$ cat src/wdt_pkg.sv
`default_nettype none

package wdt_pkg;

   // Control register location and width on the special function bus.
   localparam logic [7:0] CTRL_ADDR = 8'hc0;
   localparam int REG_W = 8;

   // Field positions inside the control register.
   localparam int PRE_HI = 7;
   localparam int PRE_LO = 4;
   localparam int RESP_BIT = 3;
   localparam int FLAG_BIT = 2;
   localparam int RUN_BIT = 1;
   localparam int UNLOCK_BIT = 0;

   // Reset values of the control fields.
   localparam logic [3:0] PRE_RESET = 4'h7;
   localparam logic RESP_RESET = 1'b0;
   localparam logic FLAG_RESET = 1'b0;
   localparam logic RUN_RESET = 1'b1;
   localparam logic UNLOCK_RESET = 1'b0;

   // Special timeout encodings and the tap used for invalid codes.
   localparam logic [3:0] PRE_AUTO = 4'h8;
   localparam logic [3:0] PRE_DOWNLOAD = 4'h9;
   localparam logic [3:0] PRE_LONGEST = 4'h7;

   // Timing: 16-bit counter of crystal ticks, shortest tap is 2^9 ticks.
   localparam int CNT_W = 16;
   localparam int TAP_BASE = 9;
   localparam int CRYSTAL_HZ = 32768;

endpackage : wdt_pkg

`default_nettype wire

$ cat src/wdt_sync.sv
`timescale 1ns/1ps
`default_nettype none

module wdt_sync (
   input wire logic clock,
   input wire logic resetn,
   input wire logic asyncIn,
   output var logic syncOut
);

   logic stage1_ff;
   logic stage2_ff;

   // Two flops; the first one is read only by the second to keep
   // metastability from reaching any logic.
   always_ff @(posedge clock or negedge resetn)
   begin
      if (!resetn)
      begin
         stage1_ff <= 1'b0;
         stage2_ff <= 1'b0;
      end
      else
      begin
         stage1_ff <= asyncIn;
         stage2_ff <= stage1_ff;
      end
   end

   assign syncOut = stage2_ff;

endmodule : wdt_sync

`default_nettype wire

$ cat src/wdt_watchdog_timer.sv
// Function
// - Runs after reset, two-second timeout, resets
// - Clearing enable bit 1 stops the watchdog
// - Counter advances on crystal clock ticks
// - Flash lock forces response 0, enable 1
// - Locked enable and response ignore software writes
// - Field 7:4 picks tap, 2^field times 2^9
// - Codes 0 to 7 double from 15.6 ms
// - Codes 8, 9 reset immediately, 9 download
// - Expiry resets when bit 3 clear, else interrupts
// - Expiry sets timeout flag at bit 2
// - Flag clears by zero write or pin reset
// - Writing enable one clears the counter
// - Reset values: 7, 0, 0, 1, 0
// - Bit 0 unlocks the next control write
// - Timeout field stays writable while locked
// - Interrupt is high priority, never globally gated
`timescale 1ns/1ps
`default_nettype none

module wdt_watchdog_timer #(
   parameter int TAP_BASE_P = wdt_pkg::TAP_BASE
) (
   input wire logic clock,
   input wire logic resetn,
   input wire logic crystalInPin,
   input wire logic flashDogLockBit,
   input wire logic [7:0] sfrAddr,
   input wire logic sfrWrEn,
   input wire logic [wdt_pkg::REG_W-1:0] sfrWrData,
   input wire logic [7:0] bitAddr,
   input wire logic bitWrEn,
   input wire logic bitWrValue,
   output var logic [wdt_pkg::REG_W-1:0] sfrRdData,
   output var logic sysResetReq,
   output var logic downloadReset,
   output var logic dogIrq
);
   import wdt_pkg::*;

   logic [3:0] preSel_ff;
   logic respSel_ff;
   logic flag_ff;
   logic run_ff;
   logic unlock_ff;
   logic [CNT_W-1:0] count_ff;
   logic crystalPrev_ff;
   logic sysReset_ff;
   logic download_ff;
   logic irq_ff;
   logic [REG_W-1:0] rdData_ff;
   logic [3:0] nxt_preSel;
   logic nxt_respSel;
   logic nxt_flag;
   logic nxt_run;
   logic nxt_unlock;
   logic [CNT_W-1:0] nxt_count;
   logic crystalSync;

   // Replaces one bit of a byte, used for set/clear bit instructions.
   function automatic logic [7:0] set_bit(input logic [7:0] cur,
                                          input logic [2:0] idx,
                                          input logic val);
      logic [7:0] res;
      res = cur;
      res[idx] = val;
      set_bit = res;
   endfunction : set_bit

   // Last count value before expiry for a tap, 2^(base+tap) ticks.
   function automatic logic [CNT_W-1:0] last_count(input logic [3:0] tap);
      logic [CNT_W:0] span;
      span = {{CNT_W{1'b0}}, 1'b1} << (TAP_BASE_P + int'(tap));
      last_count = span[CNT_W-1:0] - 1'b1;
   endfunction : last_count

   // The crystal pin is foreign to the core clock, so it is synchronised.
   wdt_sync crystalSyncer (
      .clock(clock),
      .resetn(resetn),
      .asyncIn(crystalInPin),
      .syncOut(crystalSync)
   );

   // Lock view and the register as software sees it.
   wire lockOn = ~flashDogLockBit;
   wire effRun = run_ff | lockOn;
   wire effResp = respSel_ff & ~lockOn;
   wire [REG_W-1:0] ctrlByte = {preSel_ff, effResp, flag_ff, effRun,
                                unlock_ff};

   // Write decode; bit writes hit bit addresses 0xc0 to 0xc7.
   wire byteHit = sfrWrEn && (sfrAddr == CTRL_ADDR);
   wire bitHit = bitWrEn && (bitAddr[7:3] == CTRL_ADDR[7:3]);
   wire regWrite = byteHit || bitHit;
   wire otherWrite = (sfrWrEn && !byteHit) || (bitWrEn && !bitHit);
   wire [REG_W-1:0] wrByte = byteHit ? sfrWrData :
                             set_bit(ctrlByte, bitAddr[2:0], bitWrValue);
   wire [3:0] wrPre = sfrWrData[PRE_HI:PRE_LO];
   wire armReq = regWrite && !unlock_ff && wrByte[UNLOCK_BIT];
   wire applyWrite = regWrite && unlock_ff;
   wire rearm = applyWrite && wrByte[RUN_BIT];

   // Timeout decode; invalid codes fall back to the longest tap so that a
   // stray value still leaves a watchdog running.
   wire crystalTick = crystalSync & ~crystalPrev_ff;
   wire isSpecial = (preSel_ff == PRE_AUTO) || (preSel_ff == PRE_DOWNLOAD);
   wire [3:0] tapSel = preSel_ff[3] ? PRE_LONGEST : preSel_ff;
   wire [CNT_W-1:0] lastCount = last_count(tapSel);
   wire immediate = effRun && isSpecial;
   wire expiry = effRun && !isSpecial && crystalTick &&
                 (count_ff >= lastCount);
   wire fire = expiry || immediate;
   wire resetFire = immediate || (expiry && !effResp);

   // Next state of the control fields; hardware set of the flag wins.
   always_comb
   begin
      nxt_preSel = preSel_ff;
      nxt_respSel = respSel_ff;
      nxt_run = run_ff;
      nxt_flag = flag_ff;
      nxt_unlock = unlock_ff;
      if (applyWrite)
      begin
         nxt_preSel = wrByte[PRE_HI:PRE_LO];
         if (!lockOn)
         begin
            nxt_respSel = wrByte[RESP_BIT];
            nxt_run = wrByte[RUN_BIT];
         end
         if (!wrByte[FLAG_BIT])
         begin
            nxt_flag = 1'b0;
         end
         nxt_unlock = 1'b0;
      end
      else if (armReq)
      begin
         nxt_unlock = 1'b1;
      end
      else if (regWrite || otherWrite)
      begin
         nxt_unlock = 1'b0;
      end
      if (fire)
      begin
         nxt_flag = 1'b1;
      end
      // A watchdog reset restores defaults but keeps the flag.
      if (resetFire)
      begin
         nxt_preSel = PRE_RESET;
         nxt_respSel = RESP_RESET;
         nxt_run = RUN_RESET;
         nxt_unlock = UNLOCK_RESET;
      end
   end

   // Counter: held at zero while stopped, restarted on re-arm or expiry.
   always_comb
   begin
      nxt_count = count_ff;
      if (!effRun || rearm || fire)
      begin
         nxt_count = '0;
      end
      else if (crystalTick)
      begin
         nxt_count = count_ff + 1'b1;
      end
   end

   // Control register state; defaults give a 2 s reset watchdog.
   always_ff @(posedge clock or negedge resetn)
   begin
      if (!resetn)
      begin
         preSel_ff <= PRE_RESET;
         respSel_ff <= RESP_RESET;
         flag_ff <= FLAG_RESET;
         run_ff <= RUN_RESET;
         unlock_ff <= UNLOCK_RESET;
      end
      else
      begin
         preSel_ff <= nxt_preSel;
         respSel_ff <= nxt_respSel;
         flag_ff <= nxt_flag;
         run_ff <= nxt_run;
         unlock_ff <= nxt_unlock;
      end
   end

   // Counter and crystal edge history.
   always_ff @(posedge clock or negedge resetn)
   begin
      if (!resetn)
      begin
         count_ff <= '0;
         crystalPrev_ff <= 1'b0;
      end
      else
      begin
         count_ff <= nxt_count;
         crystalPrev_ff <= crystalSync;
      end
   end

   // Registered outputs; the request is a level that the interrupt
   // controller takes at top priority with no global gate.
   always_ff @(posedge clock or negedge resetn)
   begin
      if (!resetn)
      begin
         sysReset_ff <= 1'b0;
         download_ff <= 1'b0;
         irq_ff <= 1'b0;
         rdData_ff <= '0;
      end
      else
      begin
         sysReset_ff <= resetFire;
         download_ff <= immediate && (preSel_ff == PRE_DOWNLOAD);
         irq_ff <= nxt_flag & nxt_respSel & ~lockOn;
         rdData_ff <= (sfrAddr == CTRL_ADDR) ? ctrlByte : '0;
      end
   end

   assign sysResetReq = sysReset_ff;
   assign downloadReset = download_ff;
   assign dogIrq = irq_ff;
   assign sfrRdData = rdData_ff;
endmodule : wdt_watchdog_timer

`default_nettype wire

$ cat config.mk
export PLATFORM = sky130hd
export DESIGN_NAME = wdt_watchdog_timer
export DESIGN_NICKNAME = d
export VERILOG_FILES = /design/src/wdt_pkg.sv /design/src/wdt_sync.sv /design/src/wdt_watchdog_timer.sv
export SDC_FILE = /design/constraint.sdc
export NUM_CORES = 1
export LEC_CHECK = 0
export CAP_MARGIN = 5
export CELL_PAD_IN_SITES_DETAIL_PLACEMENT = 2
export CELL_PAD_IN_SITES_GLOBAL_PLACEMENT = 2
export CORE_MARGIN = 1.5
export CORE_UTILIZATION = 39
export DETAILED_ROUTE_END_ITERATION = 6
export DONT_BUFFER_PORTS = 1
export GPL_ROUTABILITY_DRIVEN = 0
export PLACE_DENSITY = 0.81
export RECOVER_POWER = 100
export SYNTH_ARGS = -nofsm -noshare
export SYNTH_HDL_FRONTEND = slang
export SYNTH_SLANG_ARGS = --single-unit
export TNS_END_PERCENT = 1
$ cat constraint.sdc
create_clock -name clock -period 4.4 [get_ports clock]
set_input_delay 0.66 -clock clock [delete_from_list [all_inputs] [get_ports clock]]
set_output_delay 0.66 -clock clock [all_outputs]
set_load 0.005 [all_outputs]
After elaboration in Yosys (flattened, before gate mapping)
Cells that the tools add are included.
- register bits: 38
- bits of input ports: 31
- output and inout bits: 11
- logic and storage cells: 88
- add/subtract/negate cells: 3
- $lt $le $gt $ge: 3
- equal/unequal tests: 4
- shifts and indexed selects: 1
- mux-type cells: 23
- bitwise gates (word level): 7
- reductions and logical operators: 34
- operators with widths (kind ; number):
    2-to-1 mux 16 bit ; 2
    adder 16 x 1 -> 16 bit, second input constant ; 1
    greater-or-equal comparator 16 bit ; 1
    2-to-1 mux 8 bit ; 2
    left shift 1 x 5 -> 16 bit, first input constant ; 1
    subtractor 16 x 1 -> 16 bit, second input constant ; 1
    logical AND 1 bit ; 15
    2-to-1 mux 1 bit ; 14
    bitwise mux 8 bit ; 1
    == test 4 bit, second input constant ; 2
    == test 8 bit, second input constant ; 1
    logical OR 1 bit ; 8
    2-to-1 mux 4 bit ; 2
    logical NOT 1 bit ; 6
    nonzero test 2 bit ; 3
    adder 4 x 3 -> 5 bit, first input constant ; 1
    == test 5 bit, second input constant ; 1
    AND 1 bit ; 4
    < comparator 3 x 4 -> 1 bit, second input constant ; 1
    nonzero test 4 bit ; 1
    demux 1 bit (select 3 bit) ; 1
    greater-or-equal comparator 3 x 1 -> 1 bit, second input constant ; 1
    2-to-1 mux 3 bit ; 1
    NOT 1 bit ; 2
    other kinds (2) ; 2

Depth between registers and ports, before layout
- depth after elaboration: 11
- mapped depth: 16
- gate-level depth less buffers: 14

Cells and area by module
A second synthesis with hierarchy kept.
- cell total of the unflattened synthesis: 267
- area total of the unflattened synthesis: 2402.3 sq um
- by module, submodules not included (module ; times used ; cells each ; area an instance (sq um) ; seq. area each (sq um)):
    wdt_watchdog_timer ; 1 ; 265 ; 2352.3 ; 905.9
    wdt_sync ; 1 ; 2 ; 50.0 ; 50.0

Least setup slack after synthesis
No wires, ideal clock.
- kind: flip-flop to flip-flop
- from: register preSel_ff[3]
- to: register unlock_ff
- setup time: 0.087 ns
- arrival: 2.998 ns
- required time: 4.313 ns
- slack: 1.315 ns
- cell stages (with the launch flop): 16
- buffers on the path: 1
- clock period less this slack: 3.085 ns
- cell sequence: dfrtp_1 -> buf_2 -> nor2_1 -> inv_1 -> ha_1 -> nor4b_1 -> xor2_1 -> nor2_1 -> ha_1 -> a21o_1 -> a21oi_1 -> o22ai_1 -> a211o_1 -> a21oi_2 -> inv_2 -> a211oi_2
- word-level cells in the longest chain between the ends: 9
- elaborated cells on any way between the ends: 17
- classes of those cells: 2 x add/sub; 1 x order compare; 2 x eq/ne; 1 x shift; 2 x mux; 9 x reduce/logical
- ends and longest elaborated chain (item ; line ; text):
    start, declared ; wdt_watchdog_timer.sv:41 ; logic [3:0] preSel_ff;
    start signal, assigned ; wdt_watchdog_timer.sv:187 ; preSel_ff <= nxt_preSel;
    2-to-1 mux 3 bit / == test 4 bit (equally long branches) ; wdt_watchdog_timer.sv:108, wdt_watchdog_timer.sv:107 ;
    adder 4 x 3 -> 5 bit / logical OR 1 bit (equally long branches) ; wdt_watchdog_timer.sv:73, wdt_watchdog_timer.sv:107 ;
    left shift 1 x 5 -> 16 bit / logical NOT 1 bit (equally long branches) ; wdt_watchdog_timer.sv:73, wdt_watchdog_timer.sv:111 ;
    subtractor 16 x 1 -> 16 bit / logical AND 1 bit (equally long branches) ; wdt_watchdog_timer.sv:74, wdt_watchdog_timer.sv:111 ;
    greater-or-equal comparator 16 bit / logical AND 1 bit (equally long branches) ; wdt_watchdog_timer.sv:112, wdt_watchdog_timer.sv:111 ;
    logical AND 1 bit ; wdt_watchdog_timer.sv:111 ; wire expiry = effRun && !isSpecial && crystalTick &&
    logical AND 1 bit ; wdt_watchdog_timer.sv:114 ; wire resetFire = immediate || (expiry && !effResp);
    logical OR 1 bit (*) ; wdt_watchdog_timer.sv:114 ;
    net resetFire ; wdt_watchdog_timer.sv:114 ;
    nonzero test 4 bit (no source line) / 2-to-1 mux 1 bit (equally long branches) ; - ;
    end signal, assigned ; wdt_watchdog_timer.sv:191 ; unlock_ff <= nxt_unlock;
    end, declared ; wdt_watchdog_timer.sv:45 ; logic unlock_ff;
Mark *: on every way through the listed nets, which the timed path passes. The rest lies on a longest branch.
A chain may end at the register's enable or synchronous reset.

Worst setup path in the final report
- from: register preSel_ff[3]
- to: register count_ff[11]
- word-level cells in the longest chain between the ends: 9
- elaborated cells on any way between the ends: 17
- classes of those cells: 2 x add/sub; 1 x order compare; 2 x eq/ne; 1 x shift; 2 x mux; 9 x reduce/logical
- ends and longest elaborated chain (item ; line ; text):
    2-to-1 mux 3 bit / == test 4 bit (equally long branches) ; wdt_watchdog_timer.sv:108, wdt_watchdog_timer.sv:107 ;
    adder 4 x 3 -> 5 bit / logical OR 1 bit (equally long branches) ; wdt_watchdog_timer.sv:73, wdt_watchdog_timer.sv:107 ;
    left shift 1 x 5 -> 16 bit / logical NOT 1 bit (equally long branches) ; wdt_watchdog_timer.sv:73, wdt_watchdog_timer.sv:111 ;
    subtractor 16 x 1 -> 16 bit / logical AND 1 bit (equally long branches) ; wdt_watchdog_timer.sv:74, wdt_watchdog_timer.sv:111 ;
    greater-or-equal comparator 16 bit / logical AND 1 bit (equally long branches) ; wdt_watchdog_timer.sv:112, wdt_watchdog_timer.sv:111 ;
    logical AND 1 bit ; wdt_watchdog_timer.sv:111 ;
    logical OR 1 bit (*) ; wdt_watchdog_timer.sv:113 ; wire fire = expiry || immediate;
    logical OR 1 bit (*) ; wdt_watchdog_timer.sv:164 ; if (!effRun || rearm || fire)
    2-to-1 mux 16 bit / nonzero test 2 bit (equally long branches) ; - ;
    end signal, assigned ; wdt_watchdog_timer.sv:205 ; count_ff <= nxt_count;
    end, declared ; wdt_watchdog_timer.sv:46 ; logic [CNT_W-1:0] count_ff;
Every way passes the cells marked *; elsewhere a longest branch is shown, timed or not.

==> flow_summary.ini <==
[layout]
multi_input_area_mm2 = 0.001385
finalNetCount = 300
final.fill_count = 665
final_cells = 331
stdcell_area_mm2 = 0.002560
layout-drive-gt1-share = 0.1328
area_growth_pct = 3.021
regArea_um2 = 955.9
antenna_cells = 0

[critical_path]
path_class = register to register
r2r_slack_ns = 0.65
crit_path_cell_trace = nor2_1 -> inv_1 -> ha_1 -> nor4b_1 -> xor2_1 -> nor2_1 -> ha_1 -> a21o_1 -> a21oi_1 -> o22ai_1 -> a211oi_4 -> o2111ai_2 -> nor2_2
slowest_stage = o2111ai_2
critPathCaptureType = register
cp.arrival_ns = 3.97
cp_max_fo = 16
ff2ff_path_depth = 13
critPathBufInv = 1
path_delay_family = compound AO/OA/AOI/OAI gates
max_stage_delay_ns = 0.55
worst-path-stages = 13
crit_required_ns = 4.61
start_kind = register

[clock_network]
insertion_delay_ns = 0.29
cts_buffers = 5
cts.sinks = 38
h-tree-depth = 2
postCtsSetupBuffers = 0
holdBufCountCts = 0
cts_tree = done
root_buffer = clkbuf_8
path_clk_slew_ns = 0.07
cts_buffer_depth = 2
cts_resized = 0

[yosys]
synth-compound-area-share = 0.1541
yosys_register_bits = 38
synth_commonest_cells = dfrtp_1, nand2_1, nor2_1, nand3_1
synth_edf_count = 0
synth_top_area_frac = 0.3424
ys.flop_type = dfrtp_1
synth_mux_area_frac = 0.01662
ys_async_sr_fraction = 1.000
synth-simple-area-share = 0.2764
syn_inst = 258
synth_top_area_cell = dfrtp_1
synth_warnings = 0
synth_top_family_by_area = simple AND/OR/NAND/NOR gates
synth_area_per_cell_um2 = 9.631
synthTopCellsByArea = dfrtp_1, ha_1, dfstp_2, nand2_1, and3_1
syn_area_mm2 = 0.002485
synthDistinctLibCells = 59
seq_area_frac_synth = 0.3847
synth-xor-area-share = 0.05639
synthAdderAreaFrac = 0.07049
synth_nets = 303
synth.most_common_cell = dfrtp_1

[place]
io_buffers = 0
placed_area_mm2 = 0.002510
place_hpwl_um = 4975
dp_cells = 323

[power_and_ir_drop]
seqPwrFrac = 0.510
p_per_area_mw_per_mm2 = 300.9
swShare = 0.2901
p_leak_uw = 0.001184
intPower_uw = 546.8
p_sw_uw = 223.5
finalPower_uw = 770.3
p_comb_frac = 0.166
clkPwrFrac = 0.324
ir_drop_v = 0.0001223

[sta]
setup-tns-final_ns = 0
period_share = 0.8530
slew_violations = 0
whs_ns = 0.05286
period_needed_ns = 3.753
setup_viol = 0
worst_slew_pin_slew_ns = 1.301
hold_violations = 0
timing.fmax_mhz = 266.4
rsz0062_at_grt = false
relSlewSlack = 0.1247
finClkSkew_ns = 0.004667

[outcome]
status = finished clean

[routing]
wl_per_cell_um = 19.51
highest_layer = met4
first_pass_iters = 4
met1_length_um = 3165
routed-wl-met2_um = 3090
wl_met3_um = 158
drt_iter0_markers = 78
antenna_left = 0
drt-total-wl_um = 6457
drc = 0
vias = 1902
drt-vias-per-instance = 5.746

[worst_hold_path]
min_path_type = input pin to asynchronous set/reset pin

[grt]
grt_pass1_wl_um = 10860
antenna_found_initial = 0
first_global_vias = 2081
grt_max_degree = 39
globalRouteTotalUtil = 0.1978
overflow = 0

[floorplanning]
core_area_mm2 = 0.006026
dieArea_mm2 = 0.006859
boundaryPins = 42
die_h_um = 82.82
core.rowCount = 28
start_util = 0.4124
chipWidth_um = 82.82

[flow_run]
maxCapViolCount = 0
final timing paths:
check	start	to
setup / recovery	preSel_ff[3]	count_ff[11]
min in group clock	crystalSyncer.stage1_ff	crystalSyncer.syncOut
hold / removal	resetn	count_ff[10]
setup reg to reg	preSel_ff[3]	count_ff[11]
hold reg to reg	crystalSyncer.stage1_ff	crystalSyncer.syncOut
max in group asynchronous	resetn	preSel_ff[0]
layout by cell type (no fill, tap or decap), drive strengths merged, types with 3 or more instances in the layout:
master   instances
and3            14
clkbuf           7
dfstp            4
o2bb2ai          3
a211oi           3
nor4b            3
dfrtp           34
o21ai            9
nand2           25
xor2            10
nor2            31
ha              14
mux2i            3
xnor2            6
a21oi           15
nand3           18
inv              6
nor4             3
nor2b            5
nand4            7
flip-flops by register name, indices dropped and copies added (netlist names):
signal,count
count_ff,16
sfrRdData,8
preSel_ff,4
crystalPrev_ff,1
crystalSyncer.stage1_ff,1
crystalSyncer.syncOut,1
dogIrq,1
downloadReset,1
flag_ff,1
respSel_ff,1
run_ff,1
sysResetReq,1
unlock_ff,1
area by class of cell:
| cell class | count | area share |
|---|---|---|
| multi-input cells | 202 | 0.5411 |
| clock inverters | 1 | 0.001955 |
| flip-flops and latches | 38 | 0.3734 |
| inverters | 7 | 0.01026 |
| repair buffers | 1 | 0.002933 |
| clock buffers | 7 | 0.03372 |
| well taps | 75 | 0.03666 |
power groups by stage:
stage / combinational (µW) / clock [µW] / sequential [µW]
detailed placement: 131 / 0 / 400
global placement: 124 / 0 / 398
CTS: 132 / 258 / 393
floorplan: 124 / 0 / 381
finish: 128 / 249 / 393
global route: 145 / 276 / 396
per-layer routing:
layer	vias to the layer above	global-route usage
met4	0	0.05303
met2	31	0.3119
met3	4	0.03678
li1	915	-
met5	-	0
met1	952	0.2789
through the flow:
| step | setup slack (ns) | utilization |
|---|---|---|
| floorplan | 1.315 | - |
| global placement | 1.046 | 0.4165 |
| detailed placement | 0.8580 | 0.4165 |
| CTS | 0.8174 | 0.4317 |
| global route | 0.3011 | 0.4248 |
| finish | 0.6466 | 0.4248 |
kinds of logic (layout without fill, tap and decap cells):
kind of cell,count (synthesis),in the layout
AND/OR/NAND/NOR,121,121
flip-flops,38,38
XOR/XNOR,16,16
multiplexers,4,4
adder cells (fa/ha/maj),14,14
AO/OA/AOI/OAI,47,47
buffers and inverters,18,16
No activity file was read; power rests on OpenSTA's default activity.
